==> config.mk <==
export PLATFORM = sky130hd
export DESIGN_NAME = epd_top
export DESIGN_NICKNAME = d
export VERILOG_FILES = /design/src/inc/epd_pkg.sv /design/src/logic/epd_cap_mem.sv /design/src/logic/epd_pwm.sv /design/src/logic/epd_top.sv
export VERILOG_INCLUDE_DIRS = /design/src /design/src/inc
export SDC_FILE = /design/constraint.sdc
export NUM_CORES = 1
export LEC_CHECK = 0
export CAP_MARGIN = 20
export CORE_UTILIZATION = 58
export DETAILED_ROUTE_END_ITERATION = 12
export DONT_BUFFER_PORTS = 1
export GPL_TIMING_DRIVEN = 1
export PLACE_DENSITY_LB_ADDON = 0.08
export REMOVE_ABC_BUFFERS = 1
export SLEW_MARGIN = 10
export SYNTH_ARGS = -nofsm -noshare
export SYNTH_HDL_FRONTEND = slang
export SYNTH_SLANG_ARGS = --single-unit
export TNS_END_PERCENT = 10
==> constraint.sdc <==
create_clock -name ref_clk -period 3.4 [get_ports ref_clk]
set_input_delay 0.17 -clock ref_clk [delete_from_list [all_inputs] [get_ports ref_clk]]
set_output_delay 0.17 -clock ref_clk [all_outputs]
set_load 0.05 [all_outputs]
==> src/inc/epd_regs.svh <==
`ifndef EPD_REGS_SVH
`define EPD_REGS_SVH
// position counter and long position widths
`define EPD_POS_W 16
`define EPD_LPOS_W 32
// edge-capture channels and timebase width
`define EPD_NCH 4
`define EPD_TB_W 16
// queue depth and depth index width
`define EPD_QDEPTH 8
`define EPD_QAW 3
// state time: 167 ns at 12 MHz, as cycles of the 5 ns clock (rounded down)
`define EPD_STATE_NS 167
`define EPD_CLK_NS 5
`define EPD_STATE_CYC (`EPD_STATE_NS / `EPD_CLK_NS)
`define EPD_ST_W 6
// holding register reload delay in state times
`define EPD_RELOAD_ST 8
`define EPD_RELOAD_CYC (`EPD_RELOAD_ST * `EPD_STATE_CYC)
`define EPD_RL_W 9
// pending-data and queue-full bit positions in the capture status byte
`define EPD_PEND_BIT 7
`define EPD_FULL_BIT 0
// pwm counter width
`define EPD_PWM_W 8
`endif

==> src/inc/epd_pkg.sv <==
`include "epd_regs.svh"
package epd_pkg;
  // one captured edge: channel mask, direction mask and timestamp
  typedef struct packed {
    logic [`EPD_NCH-1:0] chan;
    logic [`EPD_NCH-1:0] dir;
    logic [`EPD_TB_W-1:0] stamp;
  } epd_cap_t;
  // motor drive pins
  typedef struct packed {
    logic power_n;
    logic polarity;
  } epd_drive_t;
endpackage

==> src/logic/epd_cap_mem.sv <==
`include "epd_regs.svh"
// small capture queue; read data leaves from a register
module epd_cap_mem
  import epd_pkg::*;
(
  input wire logic ref_clk,
  input wire logic rstn,
  input wire logic wr_en,
  input wire epd_cap_t wr_data,
  input wire logic rd_en,
  output epd_cap_t rd_data,
  output logic full,
  output logic empty
);
  epd_cap_t mem_r [`EPD_QDEPTH];
  logic [`EPD_QAW:0] wp_r;
  logic [`EPD_QAW:0] rp_r;
  wire do_wr = wr_en && !full;
  wire do_rd = rd_en && !empty;
  assign full = (wp_r[`EPD_QAW] != rp_r[`EPD_QAW]) &&
                (wp_r[`EPD_QAW-1:0] == rp_r[`EPD_QAW-1:0]);
  assign empty = (wp_r == rp_r);
  // storage carries no reset; pointers and the read register get a defined start
  always_ff @(posedge ref_clk) begin
    if (do_wr) mem_r[wp_r[`EPD_QAW-1:0]] <= wr_data;
  end
  // pointers and registered read port
  always_ff @(posedge ref_clk or negedge rstn) begin
    if (!rstn) begin
      wp_r <= '0;
      rp_r <= '0;
      rd_data <= '0;
    end else begin
      if (do_wr) wp_r <= wp_r + 1'b1;
      if (do_rd) begin
        rp_r <= rp_r + 1'b1;
        rd_data <= mem_r[rp_r[`EPD_QAW-1:0]];
      end
    end
  end
endmodule // epd_cap_mem

==> src/logic/epd_pwm.sv <==
`include "epd_regs.svh"
// 8-bit pwm: high at zero, low at compare
module epd_pwm
  import epd_pkg::*;
(
  input wire logic ref_clk,
  input wire logic rstn,
  input wire logic st_tick,
  input wire logic prescale,
  input wire logic [`EPD_PWM_W-1:0] compare,
  output logic pwm_out,
  output logic [`EPD_PWM_W-1:0] count
);
  logic [`EPD_PWM_W-1:0] count_r;
  logic half_r;
  // prescaler lets only every second state time through
  wire adv = st_tick && (!prescale || half_r);
  assign count = count_r;
  always_ff @(posedge ref_clk or negedge rstn) begin
    if (!rstn) begin
      count_r <= '0;
      half_r <= 1'b0;
      pwm_out <= 1'b0;
    end else begin
      if (st_tick) half_r <= ~half_r;
      if (adv) count_r <= count_r + 1'b1;
      // zero sets, compare clears: duty is compare/256; compare 0 gives low
      if (count_r == compare) pwm_out <= 1'b0;
      else if (count_r == '0) pwm_out <= 1'b1;
    end
  end
endmodule // epd_pwm

==> src/logic/epd_top.sv <==
`include "epd_regs.svh"
module epd_top
  import epd_pkg::*;
(
  input wire logic ref_clk,
  input wire logic rstn,
  input wire logic step_in,
  input wire logic count_direction,
  input wire logic sample_start,
  input wire logic ovf_clear,
  input wire logic [`EPD_NCH-1:0] cap_step,
  input wire logic [`EPD_NCH-1:0] cap_dir,
  input wire logic cap_read,
  input wire logic pwm_prescale,
  input wire logic [`EPD_PWM_W-1:0] pwm_compare,
  input wire logic motor_dir,
  output logic [`EPD_POS_W-1:0] quad_position_counter,
  output logic [`EPD_LPOS_W-1:0] position_r,
  output logic ovf_irq_r,
  output logic [`EPD_LPOS_W-1:0] chan_pos_r [`EPD_NCH],
  output logic [`EPD_TB_W-1:0] free_running_timebase,
  output epd_cap_t cap_hold_r,
  output logic [`EPD_PWM_W-1:0] capture_status,
  output epd_drive_t drive_r
);
  // three-stage synchronisers for step_in, count_direction, cap_step and cap_dir
  logic [2:0] step_s_r;
  logic [2:0] dir_s_r;
  logic [2:0] cap_s_r [`EPD_NCH];
  logic [2:0] cdir_s_r [`EPD_NCH];
  logic step_q_r;
  logic dir_q_r;
  logic [`EPD_NCH-1:0] cap_q_r;
  logic [`EPD_NCH-1:0] cdir_q_r;
  always_ff @(posedge ref_clk or negedge rstn) begin
    if (!rstn) begin
      step_s_r <= '0;
      dir_s_r <= '0;
      step_q_r <= 1'b0;
      dir_q_r <= 1'b0;
    end else begin
      step_s_r <= {step_s_r[1:0], step_in};
      dir_s_r <= {dir_s_r[1:0], count_direction};
      // a change counts once stages two and three agree
      if (step_s_r[1] == step_s_r[2]) step_q_r <= step_s_r[2];
      if (dir_s_r[1] == dir_s_r[2]) dir_q_r <= dir_s_r[2];
    end
  end
  genvar g;
  generate
    for (g = 0; g < `EPD_NCH; g++) begin : g_sync
      always_ff @(posedge ref_clk or negedge rstn) begin
        if (!rstn) begin
          cap_s_r[g] <= '0;
          cdir_s_r[g] <= '0;
          cap_q_r[g] <= 1'b0;
          cdir_q_r[g] <= 1'b0;
        end else begin
          cap_s_r[g] <= {cap_s_r[g][1:0], cap_step[g]};
          cdir_s_r[g] <= {cdir_s_r[g][1:0], cap_dir[g]};
          if (cap_s_r[g][1] == cap_s_r[g][2]) cap_q_r[g] <= cap_s_r[g][2];
          if (cdir_s_r[g][1] == cdir_s_r[g][2])
            cdir_q_r[g] <= cdir_s_r[g][2];
        end
      end
    end
  endgenerate

  // state-time tick; the encoder may step once per tick at most
  logic [`EPD_ST_W-1:0] st_cnt_r;
  wire st_tick = (st_cnt_r == `EPD_ST_W'(`EPD_STATE_CYC - 1));
  always_ff @(posedge ref_clk or negedge rstn) begin
    if (!rstn) st_cnt_r <= '0;
    else st_cnt_r <= st_tick ? '0 : st_cnt_r + 1'b1;
  end

  // counter: each step edge counts; dir picks up or down
  logic step_d_r;
  logic [`EPD_POS_W-1:0] cnt_r;
  logic [`EPD_POS_W-1:0] samp_r;
  wire step_edge = step_q_r ^ step_d_r;
  wire [`EPD_POS_W-1:0] step_delta = !step_edge ? '0 :
    (dir_q_r ? `EPD_POS_W'(1) : '1);
  // overflow means a wrap between all-ones and zero in either direction
  wire cnt_ovf = step_edge &&
    (dir_q_r ? (cnt_r == '1) : (cnt_r == '0));
  // the sample is taken away, so edges in the same cycle still count
  wire [`EPD_POS_W-1:0] cnt_nxt = cnt_r + step_delta -
    (sample_start ? cnt_r : '0);
  wire [`EPD_LPOS_W-1:0] delta_ext =
    {{(`EPD_LPOS_W-`EPD_POS_W){cnt_r[`EPD_POS_W-1]}}, cnt_r};
  always_ff @(posedge ref_clk or negedge rstn) begin
    if (!rstn) begin
      step_d_r <= 1'b0;
      cnt_r <= '0;
      samp_r <= '0;
      position_r <= '0;
      ovf_irq_r <= 1'b0;
    end else begin
      step_d_r <= step_q_r;
      cnt_r <= cnt_nxt;
      if (sample_start) begin
        samp_r <= cnt_r;
        position_r <= position_r + delta_ext;
      end
      // a new overflow beats a clear in the same cycle
      if (cnt_ovf) ovf_irq_r <= 1'b1;
      else if (ovf_clear) ovf_irq_r <= 1'b0;
    end
  end
  assign quad_position_counter = cnt_r;

  // free-running timebase advances every state time
  logic [`EPD_TB_W-1:0] tb_r;
  always_ff @(posedge ref_clk or negedge rstn) begin
    if (!rstn) tb_r <= '0;
    else if (st_tick) tb_r <= tb_r + 1'b1;
  end
  assign free_running_timebase = tb_r;

  // edge capture on both edges, per channel positions
  logic [`EPD_NCH-1:0] cap_d_r;
  wire [`EPD_NCH-1:0] cap_edge = cap_q_r ^ cap_d_r;
  generate
    for (g = 0; g < `EPD_NCH; g++) begin : g_chan
      always_ff @(posedge ref_clk or negedge rstn) begin
        if (!rstn) begin
          cap_d_r[g] <= 1'b0;
          chan_pos_r[g] <= '0;
        end else begin
          cap_d_r[g] <= cap_q_r[g];
          if (cap_edge[g])
            chan_pos_r[g] <= cdir_q_r[g] ?
              chan_pos_r[g] + 1'b1 : chan_pos_r[g] - 1'b1;
        end
      end
    end
  endgenerate

  // queue of captures; overflow of the queue drops new events
  epd_cap_t q_wr;
  epd_cap_t q_rd;
  logic q_full;
  logic q_empty;
  assign q_wr = '{chan: cap_edge, dir: cdir_q_r, stamp: tb_r};
  logic hold_v_r;
  logic [`EPD_RL_W-1:0] reload_r;
  logic load_pend_r;
  // reload only after the eight-state wait once the holder is free
  wire q_pop = !hold_v_r && !load_pend_r && !q_empty &&
    (reload_r == '0);
  epd_cap_mem u_mem (
    .ref_clk(ref_clk),
    .rstn(rstn),
    .wr_en(|cap_edge),
    .wr_data(q_wr),
    .rd_en(q_pop),
    .rd_data(q_rd),
    .full(q_full),
    .empty(q_empty)
  );
  always_ff @(posedge ref_clk or negedge rstn) begin
    if (!rstn) begin
      hold_v_r <= 1'b0;
      load_pend_r <= 1'b0;
      reload_r <= '0;
      cap_hold_r <= '0;
    end else begin
      load_pend_r <= q_pop;
      if (load_pend_r) begin
        cap_hold_r <= q_rd;
        hold_v_r <= 1'b1;
      end else if (cap_read && hold_v_r) begin
        hold_v_r <= 1'b0;
        reload_r <= `EPD_RL_W'(`EPD_RELOAD_CYC);
      end else if (reload_r != '0) begin
        reload_r <= reload_r - 1'b1;
      end
    end
  end

  // status byte: bit 7 pending, bit 0 queue full
  always_ff @(posedge ref_clk or negedge rstn) begin
    if (!rstn) capture_status <= '0;
    else begin
      capture_status <= '0;
      capture_status[`EPD_PEND_BIT] <= hold_v_r || load_pend_r ||
        !q_empty;
      capture_status[`EPD_FULL_BIT] <= q_full;
    end
  end

  // pwm drives active-low power; polarity picks supply
  logic pwm_o;
  epd_pwm u_pwm (
    .ref_clk(ref_clk),
    .rstn(rstn),
    .st_tick(st_tick),
    .prescale(pwm_prescale),
    .compare(pwm_compare),
    .pwm_out(pwm_o),
    .count()
  );
  always_ff @(posedge ref_clk or negedge rstn) begin
    if (!rstn) drive_r <= '{power_n: 1'b1, polarity: 1'b0};
    else drive_r <= '{power_n: pwm_o, polarity: motor_dir};
  end

  // cycles since the last accepted read; parked at all-ones when idle so
  // the very first pop after reset is not mistaken for an early reload
  logic [`EPD_RL_W-1:0] gap_r;
  always_ff @(posedge ref_clk or negedge rstn) begin
    if (!rstn) gap_r <= '1;
    else if (cap_read && hold_v_r && !load_pend_r) gap_r <= '0;
    else if (gap_r != '1) gap_r <= gap_r + 1'b1;
  end

  // checks
  a_ovf_sticky: assert property (@(posedge ref_clk)
    disable iff (!rstn) cnt_ovf |=> ovf_irq_r)
    else $error("overflow not flagged");
  a_ovf_hold: assert property (@(posedge ref_clk)
    disable iff (!rstn) ovf_irq_r && !ovf_clear |=> ovf_irq_r)
    else $error("overflow flag dropped");
  a_cnt_up: assert property (@(posedge ref_clk)
    disable iff (!rstn) step_edge && dir_q_r && !sample_start |=>
    cnt_r == $past(cnt_r) + 16'h0001) else $error("count up wrong");
  a_cnt_dn: assert property (@(posedge ref_clk)
    disable iff (!rstn) step_edge && !dir_q_r && !sample_start |=>
    cnt_r == $past(cnt_r) - 16'h0001) else $error("count dn wrong");
  a_sample_sub: assert property (@(posedge ref_clk)
    disable iff (!rstn) sample_start && !step_edge |=> cnt_r == 16'h0000)
    else $error("sample not subtracted");
  a_samp_take: assert property (@(posedge ref_clk)
    disable iff (!rstn) sample_start |=> samp_r == $past(cnt_r))
    else $error("sample not taken");
  a_pos_ext: assert property (@(posedge ref_clk)
    disable iff (!rstn) sample_start |=> position_r == $past(position_r) +
    {{16{$past(cnt_r[15])}}, $past(cnt_r)})
    else $error("position add wrong");
  a_chan_step: assert property (@(posedge ref_clk)
    disable iff (!rstn) cap_edge[1] && cdir_q_r[1] |=>
    chan_pos_r[1] == $past(chan_pos_r[1]) + 32'h0000_0001)
    else $error("channel step wrong");
  a_pend_bit: assert property (@(posedge ref_clk)
    disable iff (!rstn) hold_v_r |=> capture_status[`EPD_PEND_BIT])
    else $error("pending not shown");
  a_reload_gap: assert property (@(posedge ref_clk)
    disable iff (!rstn) cap_read && hold_v_r && !load_pend_r |=>
    !q_pop [*8]) else $error("reloaded too soon");
  a_reload_wait: assert property (@(posedge ref_clk)
    disable iff (!rstn) q_pop |-> gap_r >= `EPD_RL_W'(`EPD_RELOAD_CYC))
    else $error("queue popped inside reload wait");
  c_ovf: cover property (@(posedge ref_clk) disable iff (!rstn) cnt_ovf);
  c_sample: cover property (@(posedge ref_clk) disable iff (!rstn)
    sample_start && step_edge);
  c_capread: cover property (@(posedge ref_clk) disable iff (!rstn)
    cap_read && hold_v_r);
endmodule // epd_top

==> impl_metrics.env, run 1 <==
export IMPL_first_pass_iters=8
export IMPL_powerDensity_nw_per_um2=1120
export IMPL_whs_ns=-0.776
export IMPL_h_tree_depth=2
export IMPL_arrival_ns=3.84
export IMPL_totalWireLength_um=61000
export IMPL_grt_pass1_wl_um=97700
export IMPL_violations="design-rule violations, negative hold slack, max-slew violations"
export IMPL_layout_nets=2836
export IMPL_setup_viol=0
export IMPL_outcome="complete, but fails checks"
export IMPL_worstSetupEndpointType="flip-flop"
export IMPL_antenna_cells=0
export IMPL_synthTopCellsByArea="dfrtp_1 (29%), edfxtp_1 (21%), ha_1 (8.6%)"
export IMPL_crit_chain="buf_4 > ha_1 > fa_1 > a21o_1 > a21oi_4 > o211ai_4 > a311oi_4 > o31ai_4 > o41ai_4 > o2111ai_1 > a31oi_1 > xnor2_1 > mux2_4"
export IMPL_report_final_slew_viol_count=80
export IMPL_fin_skew_ns=0.0522
export IMPL_timing_final_hold_violations=325
export IMPL_clk_latency_ns=0.64
export IMPL_async_flop_share=0.629
export IMPL_grt_pass1_vias=19200
export IMPL_grt_max_degree=326
export IMPL_ys_seq_area_frac=0.504
export IMPL_cts_sinks=517
export IMPL_drcViolationCount=11
export IMPL_io_pins=252
export IMPL_slew_headroom=-0.0506
export IMPL_grt_usage=0.253
export IMPL_nFillCells=3469
export IMPL_min_path_type="input pin to async pin"
export IMPL_drive_gt1_frac=0.168
export IMPL_gp_congestion=0.918
export IMPL_slowest_stage="fa_1"
export IMPL_clockBufferDepth=3
export IMPL_port_buffers=0
export IMPL_grt_setup_unrepaired="yes"
export IMPL_fin_crit_sh=0.979
export IMPL_drv_cap=0
export IMPL_vias=19100
export IMPL_drt_initial_drc_count=1024
export IMPL_grt_ovfl_total=0
export IMPL_netlist_area_leader_share=0.294
export IMPL_crit_fanout=5
export IMPL_slowest_delay_ns=0.42
export IMPL_clk_pin_slew_ns=0.06
export IMPL_dieWidth_um=220
export IMPL_synth_warnings=0
export IMPL_row_count=79
export IMPL_synthFlopType="dfrtp_1"
export IMPL_met3_length_um=3820
export IMPL_ys_types=95
export IMPL_routed_via_density=5.84
export IMPL_wirelength_met1_um=26700
export IMPL_cts_tree="built"
export IMPL_top_layer_used="met4"
export IMPL_route_met2_wl_um=28800
export IMPL_max_freq_mhz=300
export IMPL_crit_family="compound AO/OA/AOI/OAI gates"
export IMPL_synth_edf_count=192
export IMPL_path_buf_inv=1
export IMPL_path_class="flip-flop to flip-flop"
export IMPL_die_area_sq_um=48400
export IMPL_worst_pin_slew_ns=1.58
export IMPL_cp_start_kind="flip-flop"
export IMPL_power_leakage_nw=13.4
export IMPL_final_antenna_net_count=0
export IMPL_dp_hpwl_um=41500
export IMPL_antenna_found_initial=0
export IMPL_synth_avg_cell_area_sq_um=11.4
export IMPL_syn_inst=2425
export IMPL_cts_hold_buf=20
export IMPL_cp_required_ns=3.91
export IMPL_fp_coreArea_sq_um=46800
export IMPL_cts_root_buf="clkbuf_16"
export IMPL_dieHeight_um=220
export IMPL_ir_drop_v=0.000700
export IMPL_syn_area_sq_um=27600
export IMPL_syn_to_final_growth_pct=15.2
export IMPL_synth_seq_cells=517
export IMPL_setup_tns_final_ns=0
export IMPL_synth_top_cell_by_area="dfrtp_1"
export IMPL_wl_per_cell_um=18.7
export IMPL_period_needed_ns=3.33
export IMPL_start_util=0.590
export IMPL_numCtsBuffers=54
[layout make-up]
type	count	area, sq um	share of cell area
Sequential cell	517	13900	0.438
Inverter	67	251	0.00792
Clock buffer	74	1540	0.0484
Timing Repair Buffer	206	1690	0.0532
Multi-Input combinational cell	1769	13200	0.417
Clock inverter	27	368	0.0116
Tap cell	607	759	0.0239
[sequential cells by signal (all words and copies together) (netlist names), 6 cells and up]
signal                 count
cdir_s_r                  12
u_mem.mem_r              192
chan_pos_r               128
u_mem.rd_data             24
cap_hold_r                24
st_cnt_r                   6
quad_position_counter     16
free_running_timebase     16
position_r                32
reload_r                   9
u_pwm.count                8
cap_s_r                   12
[metrics by stage]
step	setup WS (ns)	area, sq um	cells	power (W)	utilization
5_1_grt	-0.0763	31800	3267	0.0380	0.679
2_1_floorplan	-1.69	27300	2353	0.0246	-
4_1_cts	0.0116	31700	3266	0.0357	0.677
3_3_place_gp	0.0960	29500	3145	0.0289	0.632
3_5_place_dp	-0.0372	29500	3145	0.0293	0.632
6_report	0.0699	31800	3267	0.0356	0.679
[final timing paths]
kind	startpoint	to	slack [ns]	depth (start not counted)
setup / recovery	quad_position_counter[0]$_DFF_PN0_	position_r[30]$_DFFE_PN0P_	0.07	13
hold / removal	rstn	u_pwm.count[3]$_DFFE_PN0P_	-0.78	0
setup reg to reg	quad_position_counter[0]$_DFF_PN0_	position_r[30]$_DFFE_PN0P_	0.07	13
hold reg to reg	cdir_s_r[10]$_DFF_PN0_	cdir_s_r[11]$_DFF_PN0_	0.34	0
max in group asynchronous	rstn	u_mem.rp_r[0]$_DFFE_PN0P_	2.72	0
min in group ref_clk	sample_start	quad_position_counter[0]$_DFF_PN0_	0.07	4
[cells in the final DEF, fill, tap and decap left out, drive strengths merged, types with 10 or more instances in the layout]
master	n
dfrtp	324
a21oi	214
nand2	198
edfxtp	192
ha	190
buf	187
nor2	176
o21ai	160
xnor2	130
xor2	74
clkbuf	74
a21o	70
inv	67
mux2	52
mux4	48
nand3	42
nor3	33
nand2b	28
mux2i	27
o21bai	26
nand4	25
nor2b	23
and3	23
a31oi	20
dlygate4sd3	19
a211oi	19
o21a	15
o31ai	15
nor4	14
clkinv	12
maj3	10
clkinvlp	10
[cell usage after synthesis (all sizes together) (7+ instances only)]
| library cell | instances |
|---|---|
| nor4 | 14 |
| nand2 | 198 |
| dfrtp | 324 |
| o31ai | 15 |
| a31oi | 20 |
| or3 | 8 |
| mux2 | 52 |
| a211oi | 19 |
| mux2i | 27 |
| a21o | 70 |
| maj3 | 10 |
| a211o | 7 |
| o21ai | 160 |
| mux4 | 48 |
| o211ai | 9 |
| inv | 67 |
| nor2b | 23 |
| nand2b | 28 |
| a31o | 7 |
| nand3 | 42 |
| o21a | 15 |
| ha | 190 |
| nor2 | 176 |
| o21bai | 26 |
| and3 | 23 |
| xnor2 | 130 |
| nand4 | 25 |
| and2 | 9 |
| a21oi | 214 |
| clkbuf | 59 |
| edfxtp | 192 |
| buf | 18 |
| nor3 | 33 |
| xor2 | 74 |
[worst reg2reg max path, stage by stage (launching register included)]
cell and delay [ns]:
dfrtp_1 0.37, buf_4 0.15, ha_1 0.24, fa_1 0.42
a21o_1 0.21, a21oi_4 0.20, o211ai_4 0.12, a311oi_4 0.28
o31ai_4 0.14, o41ai_4 0.33, o2111ai_1 0.19, a31oi_1 0.23
xnor2_1 0.08, mux2_4 0.25
[timing repair]
item	4_1_cts	5_1_grt
pin swaps	0	2
setup buffers	0	0
gates resized for setup	2	17
endpoints found under the setup margin	1	18
endpoints found under the hold margin	385	325
gates cloned	0	0
[logic make-up after synthesis]
| logic type | count (synthesis) | synth area share |
|---|---|---|
| compound gates | 620 | 0.143 |
| simple gates | 606 | 0.102 |
| flops | 517 | 0.504 |
| fa+ha+maj | 206 | 0.0942 |
| xor+xnor | 204 | 0.0648 |
| buf+inv | 144 | 0.0205 |
| mux | 127 | 0.0705 |
| other cells | 1 | 0.000136 |
[where the power goes]
group | total [W] | internal (W) | switching (W)
registers | 0.0110 | 0.00836 | 0.00267
clock network | 0.00615 | 0.00358 | 0.00257
logic | 0.0184 | 0.00745 | 0.0110
total | 0.0356 | 0.0194 | 0.0162
[per-layer routing]
metal / vias up / track usage
met5: - / 0
met4: 0 / 0.0786
met3: 101 / 0.0613
met2: 378 / 0.416
met1: 9305 / 0.330
li1: 9301 / -
(Power assumes the default switching activity.)
==> run 2: changes to the inputs <==
--- a/config.mk
+++ b/config.mk
@@ -16,5 +16,6 @@
 export SLEW_MARGIN = 10
 export SYNTH_ARGS = -nofsm -noshare
 export SYNTH_HDL_FRONTEND = slang
+export SYNTH_HIERARCHICAL = 1
 export SYNTH_SLANG_ARGS = --single-unit
 export TNS_END_PERCENT = 10
==> run 2 against run 1 <==
Against the previous run:
- the run ends with negative hold slack left
- first-iteration DRC count is 27% higher
- register-to-register slack worse by 0.03 ns
- hold slack barely moved
- total power is 1.8% higher
- clock power increased by 4.1%
- die area increased by 2.8%
- global-route usage up 0.99 points
- sequential share of layout area is 0.81 points lower
- largest power group unchanged
- highest routed layer unchanged
==> impl_metrics.env, run 2 <==
export IMPL_report_final_slew_viol_count=0
export IMPL_synth_common_cells="dfrtp_1 (324), nand2_1 (209), nor2_1 (197)"
export IMPL_slew_headroom=0.254
export IMPL_syn_inst=2550
export IMPL_cts_root_buf="clkbuf_16"
export IMPL_regToRegStartpoint="quad_position_counter[0]$_DFF_PN0_"
export IMPL_cp_start_kind="flip-flop"
export IMPL_p_switching_w=0.0168
export IMPL_drive_gt1_frac=0.156
export IMPL_mostFrequentLayoutCell="dfrtp_1"
export IMPL_outcome="complete, but fails checks"
export IMPL_vias=20200
export IMPL_netlist_area_leader_share=0.286
export IMPL_whs_ns=-0.776
export IMPL_syn_to_final_growth_pct=14.2
export IMPL_cts_tree="built"
export IMPL_layout_common_cells="dfrtp_1 (322), nand2_1 (209), edfxtp_1 (192)"
export IMPL_min_path_type="input pin to async pin"
export IMPL_synthFlopType="dfrtp_1"
export IMPL_antenna_found_initial=2
export IMPL_first_pass_iters=5
export IMPL_fin_skew_ns=0.0324
export IMPL_async_flop_share=0.629
export IMPL_gp_congestion=0.930
export IMPL_slowest_delay_ns=0.48
export IMPL_synth_warnings=6
export IMPL_clockBufferDepth=3
export IMPL_h_tree_depth=2
export IMPL_dieWidth_um=223
export IMPL_io_pins=252
export IMPL_synth_top_cell_by_area="dfrtp_1"
export IMPL_synthTopCellsByArea="dfrtp_1 (29%), edfxtp_1 (20%), ha_1 (8.4%)"
export IMPL_final_cells=3359
export IMPL_dpl_cell_count=3232
export IMPL_p_int_w=0.0194
export IMPL_powerDensity_nw_per_um2=1120
export IMPL_totalWireLength_um=65100
export IMPL_numCtsBuffers=56
export IMPL_power_leakage_nw=13.7
export IMPL_grt_setup_unrepaired="yes"
export IMPL_clk_latency_ns=0.64
export IMPL_grt_max_degree=326
export IMPL_clk_pin_slew_ns=0.06
export IMPL_crit_chain="buf_4 > ha_1 > fa_1 > a21oi_2 > o21ai_2 > a2111oi_4 > nor3b_1 > a2111o_1 > a31oi_2 > a211oi_1 > or4b_1 > nand3_1"
export IMPL_slowest_stage="or4b_1"
export IMPL_postCtsSetupBuffers=0
export IMPL_final_antenna_net_count=0
export IMPL_layout_nets=2916
export IMPL_synth_most_common_cell="dfrtp_1"
export IMPL_syn_area_sq_um=28300
export IMPL_pwr_share_seq=0.319
export IMPL_rr_endpoint="position_r[30]$_DFFE_PN0P_"
export IMPL_die_area_sq_um=49700
export IMPL_arrival_ns=3.92
export IMPL_swShare=0.464
export IMPL_nFillCells=3584
export IMPL_combPwrFrac=0.504
export IMPL_violations="negative hold slack"
export IMPL_start_util=0.591
export IMPL_timing_final_hold_violations=325
export IMPL_placed_area_sq_um=30000
export IMPL_port_buffers=0
export IMPL_worst_pin_slew_ns=1.12
export IMPL_drcViolationCount=0
export IMPL_grt_pass1_wl_um=105000
export IMPL_fp_coreArea_sq_um=47900
export IMPL_wl_per_cell_um=19.4
export IMPL_dp_hpwl_um=44000
export IMPL_max_freq_mhz=298
export IMPL_crit_family="compound AO/OA/AOI/OAI gates"
export IMPL_path_buf_inv=1
export IMPL_setup_viol=0
export IMPL_fin_crit_sh=0.988
export IMPL_ys_seq_area_frac=0.491
export IMPL_grt_pass1_vias=20400
export IMPL_ys_types=95
export IMPL_drt_initial_drc_count=1299
export IMPL_cp_depth=12
export IMPL_routed_via_density=6.03
export IMPL_synth_seq_cells=517
export IMPL_crit_fanout=3
export IMPL_cp_required_ns=3.96
export IMPL_r2r_cells=12
export IMPL_ir_drop_v=0.000945
export IMPL_row_count=80
export IMPL_r2r_slack_ns=0.04
export IMPL_dieHeight_um=223
export IMPL_largest_reg_flops=192
export IMPL_period_needed_ns=3.36
export IMPL_post_route_util=0.675
export IMPL_cts_hold_buf=20
export IMPL_crit_start="quad_position_counter[0]$_DFF_PN0_"
export IMPL_worstSetupEndpointType="flip-flop"
export IMPL_drv_cap=0
export IMPL_grt_ovfl_total=0
export IMPL_grt_usage=0.263
export IMPL_path_class="flip-flop to flip-flop"
export IMPL_design_area_sq_um=32400
export IMPL_synth_avg_cell_area_sq_um=11.1
export IMPL_p_clk_frac=0.177
export IMPL_synth_edf_count=192
export IMPL_cts_sinks=517
-- run 2: cell types whose count changed after synthesis, sizes merged, moves of 10 or more --
cell,delta
nand2,+11
nor2,+21
a21o,+24
xnor2,-18
o21ai,-12
nand3,+10
a21oi,-22
inv,+11
-- run 2: cells by family (layout without fill, tap and decap cells) --
group	Yosys count	after routing	share of synthesized area
DFF	517	517	0.491
adders and majority gates	206	206	0.0917
and+or+nand+nor	699	699	0.119
buffers and inverters	166	353	0.0235
xor gates and xnor gates	188	188	0.0584
AOI/OAI and AO/OA	643	643	0.147
muxes	130	130	0.0694
other	1	8	0.000132
-- run 2: worst max-delay path by stage --
| stage | to |
|---|---|
| global route | position_r[30]$_DFFE_PN0P_ |
| finish | position_r[30]$_DFFE_PN0P_ |
| global placement | quad_position_counter[12]$_DFF_PN0_ |
| floorplan | u_mem/mem_r[4][0]$_DFFE_PP_ |
| CTS | quad_position_counter[12]$_DFF_PN0_ |
| detailed placement | quad_position_counter[12]$_DFF_PN0_ |
-- run 2: layout make-up --
class,count,area [sq um],share of cell area
clock buffers,77,1650,0.0510
multi-input cells,1872,14000,0.433
clock inverters,28,338,0.0104
well taps,615,769,0.0238
diodes,2,5.00,0.000155
repair buffers,169,1390,0.0428
inverters,79,304,0.00940
flip-flops and latches,517,13900,0.430
-- run 2: power by group through the flow --
stage	Sequential [W]	Clock (W)	Combinational, W
floorplan	0.0133	0	0.0115
global placement	0.0116	0	0.0173
detailed placement	0.0117	0	0.0177
CTS	0.0116	0.00654	0.0180
global route	0.0118	0.00676	0.0200
finish	0.0116	0.00640	0.0183
-- run 2: routing by layer --
layer / GRT usage / vias up / wire, um
met5: 0 / - / 0
met4: 0.0945 / 0 / 2330
met3: 0.0595 / 134 / 3780
met2: 0.437 / 460 / 30900
met1: 0.338 / 9912 / 28100
li1: - / 9742 / -
-- run 2: stage by stage --
step / TNS, ns / worst slack [ns] / power (W)
6_report: 0 / 0.0396 / 0.0362
5_1_grt: -0.354 / -0.117 / 0.0386
4_1_cts: 0 / 0.00514 / 0.0361
3_5_place_dp: -0.738 / -0.224 / 0.0294
3_3_place_gp: -0.141 / -0.0777 / 0.0289
2_1_floorplan: -234.38 / -1.66 / 0.0248
-- run 2: repair_timing --
action,CTS,global route
cloned,0,0
resized for setup,9,27
pin swaps,0,5
setup endpoints to repair,8,28
hold endpoints to repair,387,325
==> run 3: changes to the inputs <==
--- a/config.mk
+++ b/config.mk
@@ -11,9 +11,9 @@
 export DETAILED_ROUTE_END_ITERATION = 12
 export DONT_BUFFER_PORTS = 1
 export GPL_TIMING_DRIVEN = 1
+export HOLD_SLACK_MARGIN = 0.05
 export PLACE_DENSITY_LB_ADDON = 0.08
 export REMOVE_ABC_BUFFERS = 1
-export SLEW_MARGIN = 10
 export SYNTH_ARGS = -nofsm -noshare
 export SYNTH_HDL_FRONTEND = slang
 export SYNTH_HIERARCHICAL = 1
==> run 3 against run 2 <==
Against the previous run:
- non-clock buffer count up 2
- critical path type unchanged
- sequential cell count unchanged
- sequential share of layout area about the same
- clock power about the same
- fmax up 0.16%
- register-to-register slack about the same
- the run still ends with negative hold slack left
- largest cell class unchanged
==> impl_metrics.env, run 3 (synthesis gave the netlist of run 2 again) <==
export IMPL_seqCellArea_sq_um=13900
export IMPL_cts_tree="built"
export IMPL_drt_initial_drc_count=1243
export IMPL_dieHeight_um=223
export IMPL_postCtsSetupBuffers=0
export IMPL_dp_hpwl_um=44000
export IMPL_drv_cap=0
export IMPL_r2r_cells=12
export IMPL_vias=20300
export IMPL_report_final_slew_viol_count=0
export IMPL_cts_sinks=517
export IMPL_period_needed_ns=3.35
export IMPL_die_area_sq_um=49700
export IMPL_cp_start_kind="flip-flop"
export IMPL_clk_latency_ns=0.64
export IMPL_post_route_util=0.675
export IMPL_power_leakage_nw=13.8
export IMPL_arrival_ns=3.92
export IMPL_fp_coreArea_sq_um=47900
export IMPL_grt_max_degree=326
export IMPL_slew_headroom=0.318
export IMPL_grt_pass1_vias=20500
export IMPL_multi_input_area_sq_um=14000
export IMPL_violations="negative hold slack"
export IMPL_dieWidth_um=223
export IMPL_timing_final_hold_violations=325
export IMPL_setup_viol=0
export IMPL_totalWireLength_um=65100
export IMPL_setup_tns_final_ns=0
export IMPL_cts_hold_buf=22
export IMPL_drcViolationCount=0
export IMPL_wl_per_cell_um=19.4
export IMPL_whs_ns=-0.775
export IMPL_h_tree_depth=2
export IMPL_port_buffers=0
export IMPL_crit_fanout=3
export IMPL_worstSetupEndpointType="flip-flop"
export IMPL_min_path_type="input pin to async pin"
export IMPL_clk_pin_slew_ns=0.06
export IMPL_grt_setup_unrepaired="yes"
export IMPL_routed_via_density=6.03
export IMPL_layout_nets=2918
export IMPL_cp_required_ns=3.96
export IMPL_clockBufferDepth=3
export IMPL_largest_reg_flops=192
export IMPL_start_util=0.591
export IMPL_layout_common_cells="dfrtp_1 (322), nand2_1 (209), edfxtp_1 (192)"
export IMPL_post_place_ws_ns=-0.224
export IMPL_max_freq_mhz=298
export IMPL_powerDensity_nw_per_um2=1120
export IMPL_grt_ovfl_total=0
export IMPL_fin_crit_sh=0.987
export IMPL_drive_gt1_frac=0.156
export IMPL_row_count=80
export IMPL_syn_to_final_growth_pct=14.3
export IMPL_io_pins=252
export IMPL_antenna_found_initial=2
export IMPL_first_pass_iters=5
export IMPL_path_class="flip-flop to flip-flop"
export IMPL_gp_congestion=0.930
export IMPL_fin_skew_ns=0.0321
export IMPL_numCtsBuffers=56
export IMPL_final_antenna_net_count=0
export IMPL_worst_pin_slew_ns=1.02
export IMPL_grt_pass1_wl_um=105000
export IMPL_nFillCells=3582
export IMPL_cts_root_buf="clkbuf_16"
export IMPL_ir_drop_v=0.000941
export IMPL_outcome="complete, but fails checks"
export IMPL_setup_ws_ns=0.0451
export IMPL_grt_usage=0.263
export IMPL_mostFrequentLayoutCell="dfrtp_1"
[run 3: critical path, stage by stage (launching register included)]
cell	delay, ns
dfrtp_1	0.37
buf_4	0.13
ha_1	0.21
fa_1	0.41
a21oi_2	0.19
o21ai_2	0.12
a2111oi_4	0.34
nor3b_1	0.10
a2111o_1	0.45
a31oi_2	0.25
a211oi_1	0.12
or4b_1	0.48
nand3_1	0.10
[run 3: stage by stage]
stage | area [sq um] | instances | total power (W)
after floorplan | 28000 | 2468 | 0.0248
after global placement | 30000 | 3232 | 0.0289
after detailed placement | 30000 | 3232 | 0.0294
after CTS | 32300 | 3359 | 0.0361
after global routing | 32400 | 3361 | 0.0386
final | 32400 | 3361 | 0.0362
[run 3: metal layers]
metal,up-vias,part of all wire,GRT usage
met2,461,0.47,0.437
met1,9924,0.43,0.338
li1,9741,-,-
met4,0,0.036,0.0950
met3,143,0.058,0.0595
met5,-,0,0
[run 3: layout make-up]
| cell class | count | share of cell area |
|---|---|---|
| multi-input cells | 1872 | 0.432 |
| flip-flops and latches | 517 | 0.429 |
| clock inverters | 28 | 0.0104 |
| inverters | 79 | 0.00939 |
| diodes | 2 | 0.000155 |
| repair buffers | 171 | 0.0434 |
| clock buffers | 77 | 0.0510 |
| well taps | 615 | 0.0238 |
[run 3: what timing repair did]
item / in CTS / in global routing
pin swaps: 0 / 5
resized for setup: 9 / 27
endpoints found under the setup margin: 8 / 28
hold endpoints to repair: 389 / 325
[run 3: path summary, 6_finish.rpt]
| path | slack (ns) | startpoint | endpoint |
|---|---|---|---|
| setup / recovery | 0.05 | quad_position_counter[0]$_DFF_PN0_ | position_r[30]$_DFFE_PN0P_ |
| hold / removal | -0.77 | rstn | drive_r[0]$_DFF_PN0_ |
| hold reg to reg | 0.35 | cdir_s_r[9]$_DFF_PN0_ | cdir_s_r[10]$_DFF_PN0_ |
| min in group ref_clk | 0.11 | step_in | step_s_r[0]$_DFF_PN0_ |
| setup reg to reg | 0.05 | quad_position_counter[0]$_DFF_PN0_ | position_r[30]$_DFFE_PN0P_ |
| max in group asynchronous | 3.64 | rstn | u_mem/rp_r[0]$_DFFE_PN0P_ |
[run 3: where the power goes]
group | internal, W | total, W | switching, W
clock network | 0.00374 | 0.00640 | 0.00266
logic | 0.00734 | 0.0183 | 0.0109
registers | 0.00834 | 0.0116 | 0.00321
